==> src/rtl/psm_pkg.sv <==
package psm_pkg;

  // ----------------------------------------
  // Register map
  // ----------------------------------------
  localparam logic [3:0] OSC_CTRL_ADDR = 4'h0;
  localparam logic [3:0] CLK_DIV_ADDR  = 4'h4;
  localparam logic [3:0] STATUS_ADDR   = 4'h8;

  // ----------------------------------------
  // Field positions
  // ----------------------------------------
  localparam int OSC_SWITCH_BIT = 0;
  localparam int OSC_NEXT_LSB   = 8;
  localparam int OSC_CUR_LSB    = 12;
  localparam int DIV_CPU_SLOWDOWN_ENABLE_BIT  = 11;
  localparam int DIV_RATIO_LSB  = 12;
  localparam int DIV_ROI_BIT    = 15;

  // ----------------------------------------
  // Reset values and timing
  // ----------------------------------------
  localparam logic [2:0] SRC_RESET    = 3'h0;
  localparam logic [2:0] RATIO_RESET  = 3'h0;
  localparam logic [2:0] WAKE_CYCLES  = 3'h3;
  localparam logic       OP_SLEEP     = 1'b0;
  localparam logic       OP_IDLE      = 1'b1;

  // ----------------------------------------
  // Types
  // ----------------------------------------
  typedef enum logic [2:0] {
    ST_RUN   = 3'b000,
    ST_ENTER = 3'b001,
    ST_SLEEP = 3'b010,
    ST_IDLE  = 3'b011,
    ST_WAKE  = 3'b100
  } psm_state_e;

  typedef struct packed {
    logic [3:0]  addr;
    logic [15:0] wdata;
    logic        wr;
    logic        rd;
  } psm_bus_s;

endpackage

==> src/rtl/psm_power_ctrl.sv <==
`timescale 1ns/1ns
// Behaviour
// - Unlocked software selects next oscillator source
// - Sleep operand stops clocks, halts code
// - Idle operand halts CPU, peripherals run
// - Interrupt, watchdog timeout or reset wakes
// - Sleep shuts down system clock source
// - Fail-safe monitor stopped during sleep
// - Sleep keeps RC clock when watchdog enabled
// - Watchdog count cleared on entering sleep when watchdog enabled
// - Sleep disables system-clocked peripherals
// - Wake from sleep uses same source
// - Entering idle clears watchdog count
// - Idle keeps system clock and peripherals
// - Idle keeps RC clock for watchdog/monitor
// - Idle wake resumes CPU 2-4 cycles later
// - Interrupt during entry held, then wakes
// - Doze slows only CPU, peripherals full speed
// - Doze enable bit 11 enters doze
// - Ratio field bits 14:12, reset 1:1
// - Restore-on-interrupt bit ends doze on interrupt
module psm_power_ctrl
(
  input  wire logic              clk,
  input  wire logic              rst_n,
  input  wire psm_pkg::psm_bus_s bus,
  output logic [15:0]            rd_data,
  input  wire logic              power_save_instruction,
  input  wire logic              save_operand,
  input  wire logic              irq_pending,
  input  wire logic              wdt_timeout,
  input  wire logic              wdt_enabled,
  input  wire logic              fail_safe_clock_monitor_enabled,
  input  wire logic              clk_cfg_locked,
  output logic                   cpu_clk_en,
  output logic                   periph_clk_en,
  output logic                   sys_osc_en,
  output logic                   low_power_rc_clock_en,
  output logic                   fail_safe_clock_monitor_active,
  output logic                   wdt_clear,
  output logic                   cpu_resume,
  output logic [2:0]             active_source
);

  // ----------------------------------------
  // Declarations
  // ----------------------------------------
  psm_pkg::psm_state_e state_ff;
  psm_pkg::psm_state_e nxt_state;
  logic [2:0]          next_src_ff;
  logic [2:0]          active_src_ff;
  logic [2:0]          saved_src_ff;
  logic                sleep_op_ff;
  logic                irq_hold_ff;
  logic                cpu_slowdown_enable_ff;
  logic [2:0]          ratio_ff;
  logic                roi_ff;
  logic [6:0]          doze_cnt_ff;
  logic [2:0]          wake_cnt_ff;
  logic [15:0]         rd_data_ff;
  logic                wdt_clear_ff;
  logic                wake_event;
  logic                in_sleep;
  logic                in_idle;
  logic                doze_tick;
  logic                wr_osc;
  logic                wr_div;

  // Address match shared by writes and reads
  function automatic logic hit(input logic [3:0] a, input logic [3:0] r);
    hit = (a == r);
  endfunction

  // Divisor mask for a power-of-two ratio
  function automatic logic [6:0] ratio_mask(input logic [2:0] r);
    ratio_mask = 7'((8'h01 << r) - 8'h01);
  endfunction

  assign wr_osc     = bus.wr && hit(bus.addr, psm_pkg::OSC_CTRL_ADDR);
  assign wr_div     = bus.wr && hit(bus.addr, psm_pkg::CLK_DIV_ADDR);
  assign in_sleep   = (state_ff == psm_pkg::ST_SLEEP);
  assign in_idle    = (state_ff == psm_pkg::ST_IDLE);
  assign wake_event = irq_pending || wdt_timeout || irq_hold_ff;

  // ----------------------------------------
  // Mode state machine
  // ----------------------------------------
  // Next mode
  always_comb
  begin
    nxt_state = state_ff;
    case (state_ff)
      psm_pkg::ST_RUN:
      begin
        if (power_save_instruction)
          nxt_state = psm_pkg::ST_ENTER;
      end
      psm_pkg::ST_ENTER:
      begin
        if (sleep_op_ff)
          nxt_state = psm_pkg::ST_SLEEP;
        else
          nxt_state = psm_pkg::ST_IDLE;
      end
      psm_pkg::ST_SLEEP:
      begin
        if (wake_event)
          nxt_state = psm_pkg::ST_RUN;
      end
      psm_pkg::ST_IDLE:
      begin
        if (wake_event)
          nxt_state = psm_pkg::ST_WAKE;
      end
      psm_pkg::ST_WAKE:
      begin
        if (wake_cnt_ff == 3'h1)
          nxt_state = psm_pkg::ST_RUN;
      end
      default: nxt_state = psm_pkg::ST_RUN;
    endcase
  end

  // Mode register
  always_ff @(posedge clk)
  begin
    if (!rst_n)
      state_ff <= psm_pkg::ST_RUN;
    else
      state_ff <= nxt_state;
  end

  // Operand capture at instruction
  always_ff @(posedge clk)
  begin
    if (!rst_n)
      sleep_op_ff <= 1'b0;
    else if (state_ff == psm_pkg::ST_RUN && power_save_instruction)
      sleep_op_ff <= (save_operand == psm_pkg::OP_SLEEP);
  end

  always_ff @(posedge clk)
  begin
    if (!rst_n)
      irq_hold_ff <= 1'b0;
    else if (state_ff == psm_pkg::ST_ENTER && irq_pending)
      irq_hold_ff <= 1'b1;
    else if (in_sleep || in_idle)
      irq_hold_ff <= 1'b0;
  end

  always_ff @(posedge clk)
  begin
    if (!rst_n)
      wake_cnt_ff <= 3'h0;
    else if (in_idle && wake_event)
      wake_cnt_ff <= psm_pkg::WAKE_CYCLES;
    else if (wake_cnt_ff != 3'h0)
      wake_cnt_ff <= wake_cnt_ff - 3'h1;
  end

  always_ff @(posedge clk)
  begin
    if (!rst_n)
      wdt_clear_ff <= 1'b0;
    else
      wdt_clear_ff <= (state_ff == psm_pkg::ST_ENTER) && (sleep_op_ff ? wdt_enabled : 1'b1);
  end

  // ----------------------------------------
  // Oscillator selection
  // ----------------------------------------
  // next source write when unlocked
  always_ff @(posedge clk)
  begin
    if (!rst_n)
      next_src_ff <= psm_pkg::SRC_RESET;
    else if (wr_osc && !clk_cfg_locked)
      next_src_ff <= bus.wdata[psm_pkg::OSC_NEXT_LSB +: 3];
  end

  // Source switch request and wake restore
  always_ff @(posedge clk)
  begin
    if (!rst_n)
      active_src_ff <= psm_pkg::SRC_RESET;
    else if (in_sleep && wake_event)
      active_src_ff <= saved_src_ff;
    else if (wr_osc && !clk_cfg_locked && bus.wdata[psm_pkg::OSC_SWITCH_BIT])
      active_src_ff <= bus.wdata[psm_pkg::OSC_NEXT_LSB +: 3];
  end

  // Source saved at sleep entry
  always_ff @(posedge clk)
  begin
    if (!rst_n)
      saved_src_ff <= psm_pkg::SRC_RESET;
    else if (state_ff == psm_pkg::ST_ENTER)
      saved_src_ff <= active_src_ff;
  end

  // ----------------------------------------
  // Doze control
  // ----------------------------------------
  // divider register
  always_ff @(posedge clk)
  begin
    if (!rst_n)
    begin
      cpu_slowdown_enable_ff <= 1'b0;
      ratio_ff <= psm_pkg::RATIO_RESET;
      roi_ff   <= 1'b0;
    end
    else if (wr_div)
    begin
      cpu_slowdown_enable_ff <= bus.wdata[psm_pkg::DIV_CPU_SLOWDOWN_ENABLE_BIT];
      ratio_ff <= bus.wdata[psm_pkg::DIV_RATIO_LSB +: 3];
      roi_ff   <= bus.wdata[psm_pkg::DIV_ROI_BIT];
    end
    else if (roi_ff && irq_pending)
      cpu_slowdown_enable_ff <= 1'b0;
  end

  always_ff @(posedge clk)
  begin
    if (!rst_n)
      doze_cnt_ff <= 7'h00;
    else if (!cpu_slowdown_enable_ff || doze_cnt_ff >= ratio_mask(ratio_ff))
      doze_cnt_ff <= 7'h00;
    else
      doze_cnt_ff <= doze_cnt_ff + 7'h01;
  end

  // tick keeps CPU aligned to system clock
  assign doze_tick = !cpu_slowdown_enable_ff || (doze_cnt_ff == ratio_mask(ratio_ff));

  // ----------------------------------------
  // Clock gating outputs
  // ----------------------------------------
  // CPU runs only in run mode
  assign cpu_clk_en            = (state_ff == psm_pkg::ST_RUN) && doze_tick;
  assign periph_clk_en         = !in_sleep;
  assign sys_osc_en            = !in_sleep;
  assign low_power_rc_clock_en = in_sleep ? wdt_enabled : (wdt_enabled || fail_safe_clock_monitor_enabled);
  assign fail_safe_clock_monitor_active           = fail_safe_clock_monitor_enabled && !in_sleep;
  assign wdt_clear             = wdt_clear_ff;
  assign cpu_resume            = (state_ff == psm_pkg::ST_WAKE) && (wake_cnt_ff == 3'h1);
  assign active_source         = active_src_ff;

  // ----------------------------------------
  // Register read port
  // ----------------------------------------
  // Read data one cycle after strobe
  always_ff @(posedge clk)
  begin
    if (!rst_n)
      rd_data_ff <= 16'h0000;
    else if (bus.rd && hit(bus.addr, psm_pkg::OSC_CTRL_ADDR))
      rd_data_ff <= {1'b0, active_src_ff, 1'b0, next_src_ff, 8'h00};
    else if (bus.rd && hit(bus.addr, psm_pkg::CLK_DIV_ADDR))
      rd_data_ff <= {roi_ff, ratio_ff, cpu_slowdown_enable_ff, 11'h000};
    else if (bus.rd && hit(bus.addr, psm_pkg::STATUS_ADDR))
      rd_data_ff <= {13'h0000, state_ff};
    else
      rd_data_ff <= 16'h0000;
  end

  assign rd_data = rd_data_ff;

  // ----------------------------------------
  // Checks
  // ----------------------------------------
  chk_locked_src_hold:
    assert property (@(posedge clk) disable iff (!rst_n)
      (wr_osc && clk_cfg_locked) |=> $stable(next_src_ff))
    else $error("next source changed while locked");

  chk_sleep_entry:
    assert property (@(posedge clk) disable iff (!rst_n)
      (state_ff == psm_pkg::ST_ENTER && sleep_op_ff) |=> in_sleep && !cpu_clk_en)
    else $error("sleep not entered");

  chk_idle_periph:
    assert property (@(posedge clk) disable iff (!rst_n)
      in_idle |-> periph_clk_en && sys_osc_en && !cpu_clk_en)
    else $error("idle gating wrong");

  chk_sleep_wake:
    assert property (@(posedge clk) disable iff (!rst_n)
      (in_sleep && wdt_timeout) |=> state_ff == psm_pkg::ST_RUN)
    else $error("no wake from sleep");

  chk_sleep_osc:
    assert property (@(posedge clk) disable iff (!rst_n)
      in_sleep |-> !sys_osc_en && !periph_clk_en && !fail_safe_clock_monitor_active)
    else $error("clock alive in sleep");

  chk_rc_keep:
    assert property (@(posedge clk) disable iff (!rst_n)
      (in_sleep && wdt_enabled) |-> low_power_rc_clock_en)
    else $error("rc clock off in sleep");

  chk_wdt_clear:
    assert property (@(posedge clk) disable iff (!rst_n)
      (state_ff == psm_pkg::ST_ENTER && !sleep_op_ff) |=> wdt_clear)
    else $error("watchdog not cleared on idle");

  chk_src_restore:
    assert property (@(posedge clk) disable iff (!rst_n)
      (in_sleep && wake_event) |=> active_src_ff == $past(saved_src_ff))
    else $error("source not restored");

  chk_idle_resume:
    assert property (@(posedge clk) disable iff (!rst_n)
      (in_idle && wake_event) |=> !cpu_clk_en [*3] ##1 state_ff == psm_pkg::ST_RUN)
    else $error("idle wake delay wrong");

  chk_entry_irq:
    assert property (@(posedge clk) disable iff (!rst_n)
      (state_ff == psm_pkg::ST_ENTER && irq_pending) |=> ##1 !in_sleep && !in_idle)
    else $error("entry interrupt lost");

  chk_doze_rate:
    assert property (@(posedge clk) disable iff (!rst_n)
      (cpu_slowdown_enable_ff && ratio_ff == 3'h2 && state_ff == psm_pkg::ST_RUN && cpu_clk_en
       && !wr_div && !irq_pending)
      |=> !cpu_clk_en)
    else $error("doze ratio wrong");

  chk_roi_exit:
    assert property (@(posedge clk) disable iff (!rst_n)
      (roi_ff && irq_pending && !wr_div) |=> !cpu_slowdown_enable_ff)
    else $error("doze kept on interrupt");

  chk_fail_safe_clock_monitor_awake:
    assert property (@(posedge clk) disable iff (!rst_n)
      (fail_safe_clock_monitor_enabled && !in_sleep) |-> fail_safe_clock_monitor_active)
    else $error("monitor off outside sleep");

  chk_wdt_sleep:
    assert property (@(posedge clk) disable iff (!rst_n)
      (state_ff == psm_pkg::ST_ENTER && sleep_op_ff && wdt_enabled) |=> wdt_clear)
    else $error("watchdog not cleared on sleep");

  chk_rc_idle:
    assert property (@(posedge clk) disable iff (!rst_n)
      (in_idle && (wdt_enabled || fail_safe_clock_monitor_enabled)) |-> low_power_rc_clock_en)
    else $error("rc clock off in idle");

  chk_doze_periph:
    assert property (@(posedge clk) disable iff (!rst_n)
      (cpu_slowdown_enable_ff && state_ff == psm_pkg::ST_RUN) |-> periph_clk_en && sys_osc_en)
    else $error("peripherals slowed in doze");

  chk_doze_off:
    assert property (@(posedge clk) disable iff (!rst_n)
      (!cpu_slowdown_enable_ff && state_ff == psm_pkg::ST_RUN) |-> cpu_clk_en)
    else $error("cpu slowed without doze");

  chk_resume_run:
    assert property (@(posedge clk) disable iff (!rst_n)
      cpu_resume |=> state_ff == psm_pkg::ST_RUN)
    else $error("resume without run");

endmodule

==> config.mk <==
export PLATFORM = sky130hd
export DESIGN_NAME = psm_power_ctrl
export DESIGN_NICKNAME = d
export VERILOG_FILES = /design/src/rtl/psm_pkg.sv /design/src/rtl/psm_power_ctrl.sv
export SDC_FILE = /design/constraint.sdc
export NUM_CORES = 1
export LEC_CHECK = 0
export BUFFER_PORTS_ARGS = -buffer_cell sky130_fd_sc_hd__buf_2
export CORE_MARGIN = 8
export CORE_UTILIZATION = 51
export DETAILED_ROUTE_END_ITERATION = 12
export PLACE_DENSITY = 0.79
export REMOVE_ABC_BUFFERS = 1
export SETUP_SLACK_MARGIN = 0.3
export SKIP_CTS_REPAIR_TIMING = 1
export SLEW_MARGIN = 5
export SYNTH_ARGS = -nofsm -noshare
export SYNTH_HDL_FRONTEND = slang
export SYNTH_SLANG_ARGS = --single-unit
==> constraint.sdc <==
create_clock -name clk -period 2 [get_ports clk]
set_input_delay 0.4 -clock clk [delete_from_list [all_inputs] [get_ports clk]]
set_output_delay 0.4 -clock clk [all_outputs]
set_load 0.02 [all_outputs]
==> impl_summary.log, run 1 <==
[metrics] outcome: complete, but fails checks
[metrics] violations in the final reports: negative setup slack
[metrics] sequential fraction of the synthesis area: 0.417
[metrics] commonest non-fill, non-tap cell in the layout: buf_2
[metrics] ANT cells: 0
[metrics] layout net count: 321
[metrics] TritonCTS Sinks: 41
[metrics] CP endpoint: cpu_clk_en
[metrics] CP endpoint kind: output pin
[metrics] Worst EP arrival: 1.84 ns
[metrics] CTS tree: built
[metrics] remaining antenna violation count: 0
[metrics] I/O pin total: 57
[metrics] input/output buffers: 44
[metrics] insertion delay of the later-clocked pin in the worst-skew pair: 0.30 ns
[metrics] Synth async-reset ratio: 0
[metrics] most instantiated flip-flop cell in the synthesis netlist: dfxtp_1
[metrics] Synth Instances: 220
[metrics] vias in the first global route: 1,770
[metrics] post-synthesis cell type count: 43
[metrics] Hold Path Class: in2reg
[metrics] proportion of netlist area held by the largest area contributor: 0.417
[metrics] FF-to-FF Start: ratio_ff[2]$_SDFFE_PN0P_
[metrics] destination of the worst register-to-register timing path: doze_cnt_ff[6]$_SDFF_PP0_
[metrics] biggest area consumer among synthesized cells: dfxtp_1
[metrics] number of enable-type register cells in the synthesized netlist: 0
[metrics] final-layout setup total negative slack: -0.242 ns
[metrics] Rel. slew slack: 0.640
[metrics] slew at the pin closest to its max-slew limit: 0.535 ns
[metrics] cells on worst reg2reg path: 6
[metrics] Max Freq: 446 MHz
[metrics] post-detailed-route via-to-cell ratio: 5.45
[metrics] unrepaired setup endpoints after global routing: true
[metrics] Seq pwr share: 0.442
[metrics] ratio of final minimum period to clock period: 1.12
[metrics] Worst Slack Setup Final: -0.242 ns
[metrics] internal reg-to-reg setup slack: 0.28 ns
[metrics] required arrival time at the worst endpoint: 1.60 ns
[metrics] highest net fanout along the worst path: 7
[metrics] buffer cell driving the clock tree root: clkbuf_8
[metrics] detailed placer's ending HPWL: 3640 um
[metrics] wire length of the first global-routing pass: 7750 um
[metrics] placeable core region: 0.00369 mm^2
[metrics] global routing usage summed across all routing layers: 0.153
[metrics] gpl congestion: 0.860
[metrics] total via count in the routed design: 1,788
[metrics] layout cells sized above 1: 0.311
[metrics] number of detailed-route iterations in the first pass: 4
[metrics] maximum count of clock buffers along a single path: 2
[metrics] critical setup path kind: reg2out
[metrics] die footprint: 0.00611 mm^2
[metrics] Hold Slack: 0.300 ns
[metrics] count of standard-cell rows: 22
[metrics] x dimension of the die: 78.2 um
[metrics] Clock transition at path regs: 0.08 ns
[metrics] peak ir drop on the vdd network: 0.643 mV
[metrics] clock power share: 0.347
[metrics] Final Slew Violations: 0
[metrics] final setup fails: 1
[metrics] wire length per cell after detailed routing: 15.4 um
[metrics] H-tree levels: 2
[metrics] die outline height: 78.2 um
[metrics] Warnings, synthesis: 0
[metrics] CP Launch Point: ratio_ff[1]$_SDFFE_PN0P_
[metrics] shortest period the worst path allows: 2.24 ns
[metrics] largest net degree at the start of global routing: 14
[metrics] post-detailed-route DRC marker count: 0
[metrics] combinational share of power: 0.210
[metrics] startpoint type of the worst setup path: flop
[metrics] total overflow reported by the global router: 0
[metrics] Fin. Hold Viols: 0
[metrics] synth-to-layout area growth: 29.3%
[metrics] Iteration-0 DRC Markers: 144
[metrics] commonest non-fill, non-tap cells in the layout: 38 x buf_2, 37 x dfxtp_1, 16 x nand2_1, 16 x buf_4, 13 x inv_1
[metrics] synthesis-stage register bit count: 41
[metrics] top area cells in the synthesized netlist: dfxtp_1 42%, ha_1 7.0%, mux2i_1 5.1%
[metrics] summed instance area of the synthesized netlist: 0.00197 mm^2
[metrics] Cell Int Power: 1.48 mW
[metrics] net switching power: 0.548 mW
[metrics] synthesized area per cell: 8.96 um^2
[metrics] wirelength, routed: 5060 um
[metrics] antenna violations before repair: 0
[metrics] leakage: 1.12 nW
[metrics] Power Density: 794 mW/mm^2
[metrics] starting density of the core: 0.534
[metrics] maximum clock skew at final layout: 0.00517 ns
[metrics] Num CTS Buffers: 5
[metrics] number of max-capacitance violations reported: 0
[metrics] Sw Ratio: 0.271
[cell usage after synthesis (2+ instances only)]
master / number
a211oi_1: 7
a21o_1: 2
a21oi_1: 9
a221oi_1: 2
a22o_1: 3
a311oi_1: 4
and2_1: 8
and3_1: 2
buf_4: 6
clkbuf_1: 8
dfxtp_1: 41
ha_1: 11
inv_1: 13
mux2i_1: 10
nand2_1: 16
nand3_1: 7
nor2_1: 8
nor2b_1: 4
nor3_1: 12
nor3b_1: 3
nor4_1: 2
o21a_1: 2
o21ai_0: 12
or3_1: 5
or3b_2: 3
xnor2_1: 2
xor2_1: 2
[registers in the layout (all words and copies together) (netlist names)]
name,flops
cpu_slowdown_enable_ff,1
rd_data,11
wdt_clear,1
irq_hold_ff,1
doze_cnt_ff,7
roi_ff,1
saved_src_ff,3
state_ff,3
wake_cnt_ff,3
next_src_ff,3
ratio_ff,3
active_source,3
sleep_op_ff,1
[area by class of cell]
cell class,instances,area (um^2)
clock buffers,6,82.6
clock inverters,2,37.5
fillers,305,1140
inverters,13,48.8
multi-input cells,154,1070
flip-flops and latches,41,828
well taps,48,60.1
repair buffers,64,424
[power by group through the flow]
| stage | Sequential (mW) | Clock (mW) | Combinational, mW |
|---|---|---|---|
| floorplan | 0.918 | 0 | 0.247 |
| global route | 0.899 | 0.744 | 0.469 |
| CTS | 0.893 | 0.703 | 0.379 |
| global placement | 0.908 | 0 | 0.360 |
| finish | 0.895 | 0.703 | 0.425 |
| detailed placement | 0.911 | 0 | 0.378 |
[through the flow]
step	setup slack [ns]	cell area, um^2	instances	util	power [mW]
floorplan	-0.152	1890	208	-	1.17
global placement	0.0622	2260	312	0.614	1.27
detailed placement	0.0168	2260	312	0.614	1.29
CTS	-0.318	2380	320	0.647	1.98
global route	-0.365	2550	328	0.691	2.11
finish	-0.242	2550	328	0.691	2.02
[logic make-up (layout without fill, tap and decap cells)]
family | after synthesis | count (layout) | share of synthesized area
buffers and inverters | 29 | 85 | 0.0711
multiplexers | 10 | 10 | 0.0508
adder cells (fa/ha/maj) | 11 | 11 | 0.0698
other | 1 | 5 | 0.00190
XOR/XNOR | 4 | 4 | 0.0178
AND/OR/NAND/NOR | 79 | 79 | 0.222
AO/OA/AOI/OAI | 45 | 45 | 0.150
flip-flops | 41 | 41 | 0.417
[how the worst min path moves through the flow]
stage	startpoint	slack, ns	cells past startpoint	endpoint
2_1_floorplan	next_src_ff[2]$_SDFFE_PN0P_	0.42	1	rd_data[10]$_SDFF_PN0_
3_3_place_gp	next_src_ff[0]$_SDFFE_PN0P_	0.44	1	rd_data[8]$_SDFF_PN0_
3_5_place_dp	next_src_ff[0]$_SDFFE_PN0P_	0.44	1	rd_data[8]$_SDFF_PN0_
4_1_cts	save_operand	0.30	2	sleep_op_ff$_SDFFE_PN0P_
5_1_grt	save_operand	0.30	2	sleep_op_ff$_SDFFE_PN0P_
6_report	save_operand	0.30	2	sleep_op_ff$_SDFFE_PN0P_
[worst max-delay path: stages, from the launching register on]
cell and delay (ns):
dfxtp_4 0.37, or3_4 0.34, ha_4 0.28, nand4_1 0.09, o21ai_1 0.16, and2_1 0.18
buf_6 0.13
[routing by layer]
metal	up-vias	track usage	routed length (um)
li1	883	-	-
met1	825	0.170	2060
met2	72	0.260	2520
met3	8	0.0467	404
met4	0	0.0741	75
met5	-	0	0
Power figures use the tool's default switching activity.
==> run 2: changes to the inputs <==
Settings changed: CAP_MARGIN set to 20, GPL_TIMING_DRIVEN set to 0, MAX_ROUTING_LAYER set to met4.
==> impl_summary.log, run 2 (synthesis results as in run 1) <==
[metrics] vias in the first global route: 1,665 (was 1,770)
[metrics] wire length of the first global-routing pass: 7380 um (was 7750 um)
[metrics] critical setup path kind: reg2out (unchanged)
[metrics] I/O pin total: 57 (unchanged)
[metrics] TritonCTS Sinks: 41 (unchanged)
[metrics] number of detailed-route iterations in the first pass: 4 (unchanged)
[metrics] Clock transition at path regs: 0.08 ns (about the same)
[metrics] x dimension of the die: 78.2 um (unchanged)
[metrics] starting density of the core: 0.534 (unchanged)
[metrics] CTS tree: built (unchanged)
[metrics] ANT cells: 0 (unchanged)
[metrics] final setup fails: 1 (unchanged)
[metrics] H-tree levels: 2 (unchanged)
[metrics] internal reg-to-reg setup slack: 0.23 ns (was 0.28 ns)
[metrics] FF-to-FF Start: ratio_ff[2]$_SDFFE_PN0P_ (unchanged)
[metrics] count of standard-cell rows: 22 (unchanged)
[metrics] cells on worst reg2reg path: 6 (unchanged)
[metrics] violations in the final reports: negative setup slack (unchanged)
[metrics] detailed placer's ending HPWL: 3340 um (was 3640 um)
[metrics] unrepaired setup endpoints after global routing: true (unchanged)
[metrics] placeable core region: 0.00369 mm^2 (unchanged)
[metrics] Crit path max-delay family: simple AND/OR/NAND/NOR gates (unchanged)
[metrics] die footprint: 0.00611 mm^2 (unchanged)
[metrics] list of cells traversed by the critical path: or3_4 -> ha_4 -> nand4_1 -> o21ai_1 -> and2_4 -> buf_6 (was or3_4 -> ha_4 -> nand4_1 -> o21ai_1 -> and2_1 -> buf_6)
[metrics] maximum count of clock buffers along a single path: 2 (unchanged)
[metrics] insertion delay of the later-clocked pin in the worst-skew pair: 0.30 ns (about the same)
[metrics] Rel. slew slack: 0.417 (was 0.640)
[metrics] CP endpoint: cpu_clk_en (unchanged)
[metrics] CP endpoint kind: output pin (unchanged)
[metrics] highest net fanout along the worst path: 8 (was 7)
[metrics] Hold Path Class: in2reg (unchanged)
[metrics] remaining antenna violation count: 0 (unchanged)
[metrics] post-detailed-route via-to-cell ratio: 5.48 (was 5.45)
[metrics] total via count in the routed design: 1,733 (was 1,788)
[metrics] Worst EP arrival: 1.84 ns (about the same)
[metrics] gpl congestion: 0.819 (was 0.860)
[metrics] Max Freq: 446 MHz (about the same)
[metrics] startpoint type of the worst setup path: flop (unchanged)
[metrics] Fin. Hold Viols: 0 (unchanged)
[metrics] layout net count: 309 (was 321)
[metrics] shortest period the worst path allows: 2.24 ns (about the same)
[metrics] required arrival time at the worst endpoint: 1.60 ns (about the same)
[metrics] layout cells sized above 1: 0.302 (was 0.311)
[metrics] die outline height: 78.2 um (unchanged)
[metrics] antenna violations before repair: 0 (unchanged)
[metrics] library cell contributing the largest single delay on the critical path: dfxtp_4 (unchanged)
[metrics] crit-path max cell delay: 0.38 ns (was 0.37 ns)
[metrics] path length in cells of the critical path: 6 (unchanged)
[metrics] total overflow reported by the global router: 0 (unchanged)
[metrics] leakage: 1.03 nW (was 1.12 nW)
[metrics] post-detailed-route DRC marker count: 0 (unchanged)
[metrics] Largest register FFs: 11 (unchanged)
[metrics] buffer cell driving the clock tree root: clkbuf_8 (unchanged)
[metrics] Hold Slack: 0.290 ns (was 0.300 ns)
[metrics] commonest non-fill, non-tap cell in the layout: buf_2 (unchanged)
[metrics] Power Density: 783 mW/mm^2 (was 794 mW/mm^2)
[metrics] input/output buffers: 44 (unchanged)
[metrics] ratio of final minimum period to clock period: 1.12 (about the same)
[metrics] CP Launch Point: ratio_ff[2]$_SDFFE_PN0P_ (was ratio_ff[1]$_SDFFE_PN0P_)
[metrics] largest net degree at the start of global routing: 18 (was 14)
[metrics] outcome: complete, but fails checks (unchanged)
[metrics] Worst Slack Setup Final: -0.240 ns (was -0.242 ns)
[metrics] maximum clock skew at final layout: 0.00412 ns (was 0.00517 ns)
[metrics] commonest non-fill, non-tap cells in the layout: 40 x buf_2, 35 x dfxtp_1, 16 x nand2_1 (was 38 x buf_2, 37 x dfxtp_1, 16 x nand2_1, 16 x buf_4, 13 x inv_1)
[metrics] peak ir drop on the vdd network: 0.633 mV (was 0.643 mV)
[metrics] wire length per cell after detailed routing: 14.7 um (was 15.4 um)
[metrics] share of the core filled with cells in the final layout: 0.658 (was 0.691)
[metrics] slew at the pin closest to its max-slew limit: 0.868 ns (was 0.535 ns)
[metrics] Final Slew Violations: 0 (unchanged)
[metrics] global routing usage summed across all routing layers: 0.151 (was 0.153)
[metrics] destination of the worst register-to-register timing path: doze_cnt_ff[6]$_SDFF_PP0_ (unchanged)
[metrics] WP buf/inv: 1 (unchanged)
[metrics] Num CTS Buffers: 5 (unchanged)
[metrics] synth-to-layout area growth: 23.2% (was 29.3%)
[metrics] Iteration-0 DRC Markers: 94 (was 144)
[metrics] wirelength, routed: 4660 um (was 5060 um)
[metrics] number of max-capacitance violations reported: 0 (unchanged)
run 2: how the worst min path moves through the flow:
| stage | startpoint | to | slack, ns | cells past startpoint |
|---|---|---|---|---|
| after floorplan | next_src_ff[2]$_SDFFE_PN0P_ | rd_data[10]$_SDFF_PN0_ | 0.42 | 1 |
| after global placement | next_src_ff[0]$_SDFFE_PN0P_ | rd_data[8]$_SDFF_PN0_ | 0.44 | 1 |
| after detailed placement | next_src_ff[0]$_SDFFE_PN0P_ | rd_data[8]$_SDFF_PN0_ | 0.45 | 1 |
| after CTS | save_operand | sleep_op_ff$_SDFFE_PN0P_ | 0.29 | 2 |
| after global routing | save_operand | sleep_op_ff$_SDFFE_PN0P_ | 0.31 | 2 |
| final | save_operand | sleep_op_ff$_SDFFE_PN0P_ | 0.29 | 2 |
run 2: cell type report:
class                      instances  area, um^2
inverter                          13        48.8
clock inverter                     1        5.00
sequential                        41         836
timing repair buffer              52         309
clock buffer                       7        96.3
fill                             303        1260
multi-input combinational        154        1070
tap                               48        60.1
run 2: layer usage:
metal	global-route usage	wire length, um	up-vias
met5	-	0	-
li1	-	-	862
met4	0.0722	99	0
met2	0.237	2180	67
met1	0.177	2090	794
met3	0.0387	283	10
run 2: power breakdown:
group / switching, mW / internal, mW / leakage, nW
Combinational: 0.207 / 0.191 / 0.641
Clock: 0.295 / 0.312 / 0.0542
Sequential: 0.0349 / 0.861 / 0.336
Total: 0.538 / 1.36 / 1.03
run 2: per-stage QoR:
stage,power [mW],instance area [um^2],setup WS [ns],setup TNS [ns],std cells
floorplan,1.17,1890,-0.152,-0.152,208
global placement,1.25,2170,-0.0433,-0.0762,300
detailed placement,1.27,2170,-0.0452,-0.0835,300
CTS,1.86,2280,-0.385,-0.884,308
global route,2.00,2430,-0.308,-0.329,316
finish,1.90,2430,-0.240,-0.240,316
run 2: worst register-to-register path: stages, from the launching register on:
cell      delay, ns
dfxtp_4        0.38
or3_4          0.38
ha_4           0.25
buf_4          0.12
nor2b_1        0.14
o21ai_2        0.14
a221oi_1       0.27
==> run 3: changes to the inputs <==
Settings changed: BUFFER_PORTS_ARGS -buffer_cell sky130_fd_sc_hd__buf_2 to not set, CORE_UTILIZATION 51 to 62, DONT_BUFFER_PORTS set to 1, PLACE_DENSITY 0.79 to 0.78.
==> impl_summary.log, run 3 (synthesis results as in run 1) <==
[metrics] internal reg-to-reg setup slack: 0.16 ns (was 0.23 ns)
[metrics] violations in the final reports: negative setup slack (unchanged)
[metrics] vias in the first global route: 1,535 (was 1,665)
[metrics] post-detailed-route via-to-cell ratio: 5.97 (was 5.48)
[metrics] Worst Slack Setup Final: -0.238 ns (was -0.240 ns)
[metrics] clock power share: 0.309 (was 0.320)
[metrics] CP endpoint kind: output pin (unchanged)
[metrics] maximum count of clock buffers along a single path: 2 (unchanged)
[metrics] Num CTS Buffers: 5 (unchanged)
[metrics] post-layout instance area: 0.00215 mm^2 (was 0.00243 mm^2)
[metrics] CTS tree: built (unchanged)
[metrics] unrepaired setup endpoints after global routing: true (unchanged)
[metrics] total overflow reported by the global router: 0 (unchanged)
[metrics] share of the core filled with cells in the final layout: 0.709 (was 0.658)
[metrics] largest net degree at the start of global routing: 18 (unchanged)
[metrics] Final Slew Violations: 0 (unchanged)
[metrics] Largest register FFs: 11 (unchanged)
[metrics] number of fill cells in the layout: 252 (was 303)
[metrics] starting density of the core: 0.651 (was 0.534)
[metrics] insertion delay of the later-clocked pin in the worst-skew pair: 0.36 ns (was 0.30 ns)
[metrics] outcome: complete, but fails checks (unchanged)
[metrics] M3 GR Usage: 0.0606 (was 0.0387)
[metrics] commonest non-fill, non-tap cells in the layout: 35 x dfxtp_1, 16 x nand2_1, 13 x inv_1 (was 40 x buf_2, 35 x dfxtp_1, 16 x nand2_1)
[metrics] remaining antenna violation count: 0 (unchanged)
[metrics] Worst EP arrival: 1.84 ns (about the same)
[metrics] number of max-capacitance violations reported: 0 (unchanged)
[metrics] ratio of final minimum period to clock period: 1.12 (about the same)
[metrics] global-route track usage on met2: 0.280 (was 0.237)
[metrics] wire length per cell after detailed routing: 16.8 um (was 14.7 um)
[metrics] post-detailed-route DRC marker count: 0 (unchanged)
[metrics] startpoint type of the worst setup path: flop (unchanged)
[metrics] library cell contributing the largest single delay on the critical path: dfxtp_4 (unchanged)
[metrics] global routing usage summed across all routing layers: 0.169 (was 0.151)
[metrics] ANT cells: 0 (unchanged)
[metrics] placed standard-cell area: 0.00195 mm^2 (was 0.00217 mm^2)
[metrics] combinational share of power: 0.183 (was 0.209)
[metrics] crit-path max cell delay: 0.39 ns (was 0.38 ns)
[metrics] most utilized layer in the global route result: met2 (unchanged)
[metrics] Fin. Hold Viols: 0 (unchanged)
[metrics] highest net fanout along the worst path: 6 (was 8)
[metrics] final setup fails: 2 (was 1)
[metrics] critical setup path kind: reg2out (unchanged)
[metrics] area used by sequential logic in the layout: 838 um^2 (was 836 um^2)
[metrics] Clock transition at path regs: 0.13 ns (was 0.08 ns)
[metrics] peak ir drop on the vdd network: 0.578 mV (was 0.633 mV)
[metrics] input/output buffers: 0 (was 44)
[metrics] wire length of the first global-routing pass: 6850 um (was 7380 um)
[metrics] layout cells sized above 1: 0.149 (was 0.302)
[metrics] x dimension of the die: 72.4 um (was 78.2 um)
[metrics] TritonCTS Sinks: 41 (unchanged)
[metrics] gpl congestion: 0.829 (was 0.819)
[metrics] H-tree levels: 2 (unchanged)
[metrics] maximum clock skew at final layout: 0.0103 ns (was 0.00412 ns)
[metrics] commonest non-fill, non-tap cell in the layout: dfxtp_1 (was buf_2)
[metrics] Hold Path Class: in2reg (unchanged)
[metrics] leakage: 0.810 nW (was 1.03 nW)
[metrics] list of cells traversed by the critical path: or3_4 -> ha_4 -> nand4_1 -> o21ai_1 -> and2_4 (was or3_4 -> ha_4 -> nand4_1 -> o21ai_1 -> and2_4 -> buf_6)
[metrics] slew at the pin closest to its max-slew limit: 0.775 ns (was 0.868 ns)
[metrics] Power Density: 830 mW/mm^2 (was 783 mW/mm^2)
[metrics] synth-to-layout area growth: 8.89% (was 23.2%)
[metrics] detailed placer's ending HPWL: 3390 um (was 3340 um)
[metrics] number of detailed-route iterations in the first pass: 4 (unchanged)
[metrics] Cell Int Power: 1.28 mW (was 1.36 mW)
[metrics] Max Freq: 447 MHz (was 446 MHz)
[metrics] Sw Ratio: 0.282 (was 0.283)
[metrics] die outline height: 72.4 um (was 78.2 um)
[metrics] buffer cell driving the clock tree root: clkbuf_4 (was clkbuf_8)
[metrics] met1 routing resource usage after global routing: 0.180 (was 0.177)
[metrics] Rel. slew slack: 0.479 (was 0.417)
[metrics] Iteration-0 DRC Markers: 92 (was 94)
[metrics] total via count in the routed design: 1,589 (was 1,733)
[metrics] wirelength, routed: 4460 um (was 4660 um)
[metrics] I/O pin total: 57 (unchanged)
[metrics] required arrival time at the worst endpoint: 1.60 ns (about the same)
[metrics] shortest period the worst path allows: 2.24 ns (about the same)
[metrics] net switching power: 0.503 mW (was 0.538 mW)
[metrics] count of standard-cell rows: 20 (was 22)
[metrics] die footprint: 0.00524 mm^2 (was 0.00611 mm^2)
[metrics] antenna violations before repair: 0 (unchanged)
[metrics] placeable core region: 0.00303 mm^2 (was 0.00369 mm^2)
[metrics] layout net count: 263 (was 309)
[metrics] Seq pwr share: 0.509 (was 0.471)
[metrics] area occupied by multi-input gates: 0.00107 mm^2 (about the same)
==> run 3: layout make-up <==
type                       count  area share
tap                           44      0.0257
timing repair buffer           6      0.0227
clock buffer                   5      0.0175
sequential                    41       0.391
clock inverter                 3      0.0216
multi-input combinational    154       0.499
inverter                      13      0.0227
==> run 3: final timing paths <==
kind / startpoint / end / cells past startpoint
max: ratio_ff[2]$_SDFFE_PN0P_ / cpu_clk_en / 5
min: bus[20] / rd_data[1]$_SDFF_PP0_ / 1
max reg2reg: ratio_ff[2]$_SDFFE_PN0P_ / doze_cnt_ff[6]$_SDFF_PP0_ / 7
min reg2reg: next_src_ff[0]$_SDFFE_PN0P_ / rd_data[8]$_SDFF_PN0_ / 1
==> run 3: metrics by stage <==
stage	cells	hold WS, ns	setup WS, ns	power, mW	TNS [ns]
3_3_place_gp	252	0.437	-0.255	1.20	-0.255
6_report	266	0.121	-0.238	1.78	-0.344
5_1_grt	266	0.0998	-0.350	1.86	-0.504
4_1_cts	260	0.106	-0.698	1.77	-1.53
2_1_floorplan	208	0.423	-0.152	1.17	-0.152
3_5_place_dp	252	0.443	-0.272	1.22	-0.282
==> run 3: power groups by stage <==
stage / sequential [mW] / clock, mW / combinational (mW)
global placement: 0.926 / 0 / 0.271
finish: 0.907 / 0.550 / 0.325
detailed placement: 0.932 / 0 / 0.292
CTS: 0.913 / 0.561 / 0.294
floorplan: 0.918 / 0 / 0.247
global route: 0.913 / 0.585 / 0.364
==> run 3: critical path: cells and delay by family (launching register included) <==
kind / cells / cell delay [ns]
AOI/OAI and AO/OA: 1 / 0.16
adders and majority gates: 1 / 0.27
and+or+nand+nor: 3 / 0.66
DFF: 1 / 0.39
==> run 3: layer usage <==
metal	up-vias	routed length, um	part of all wire
met5	-	0	0
met4	0	87	0.020
met3	9	310	0.070
met2	49	2220	0.50
met1	758	1840	0.41
li1	773	-	-
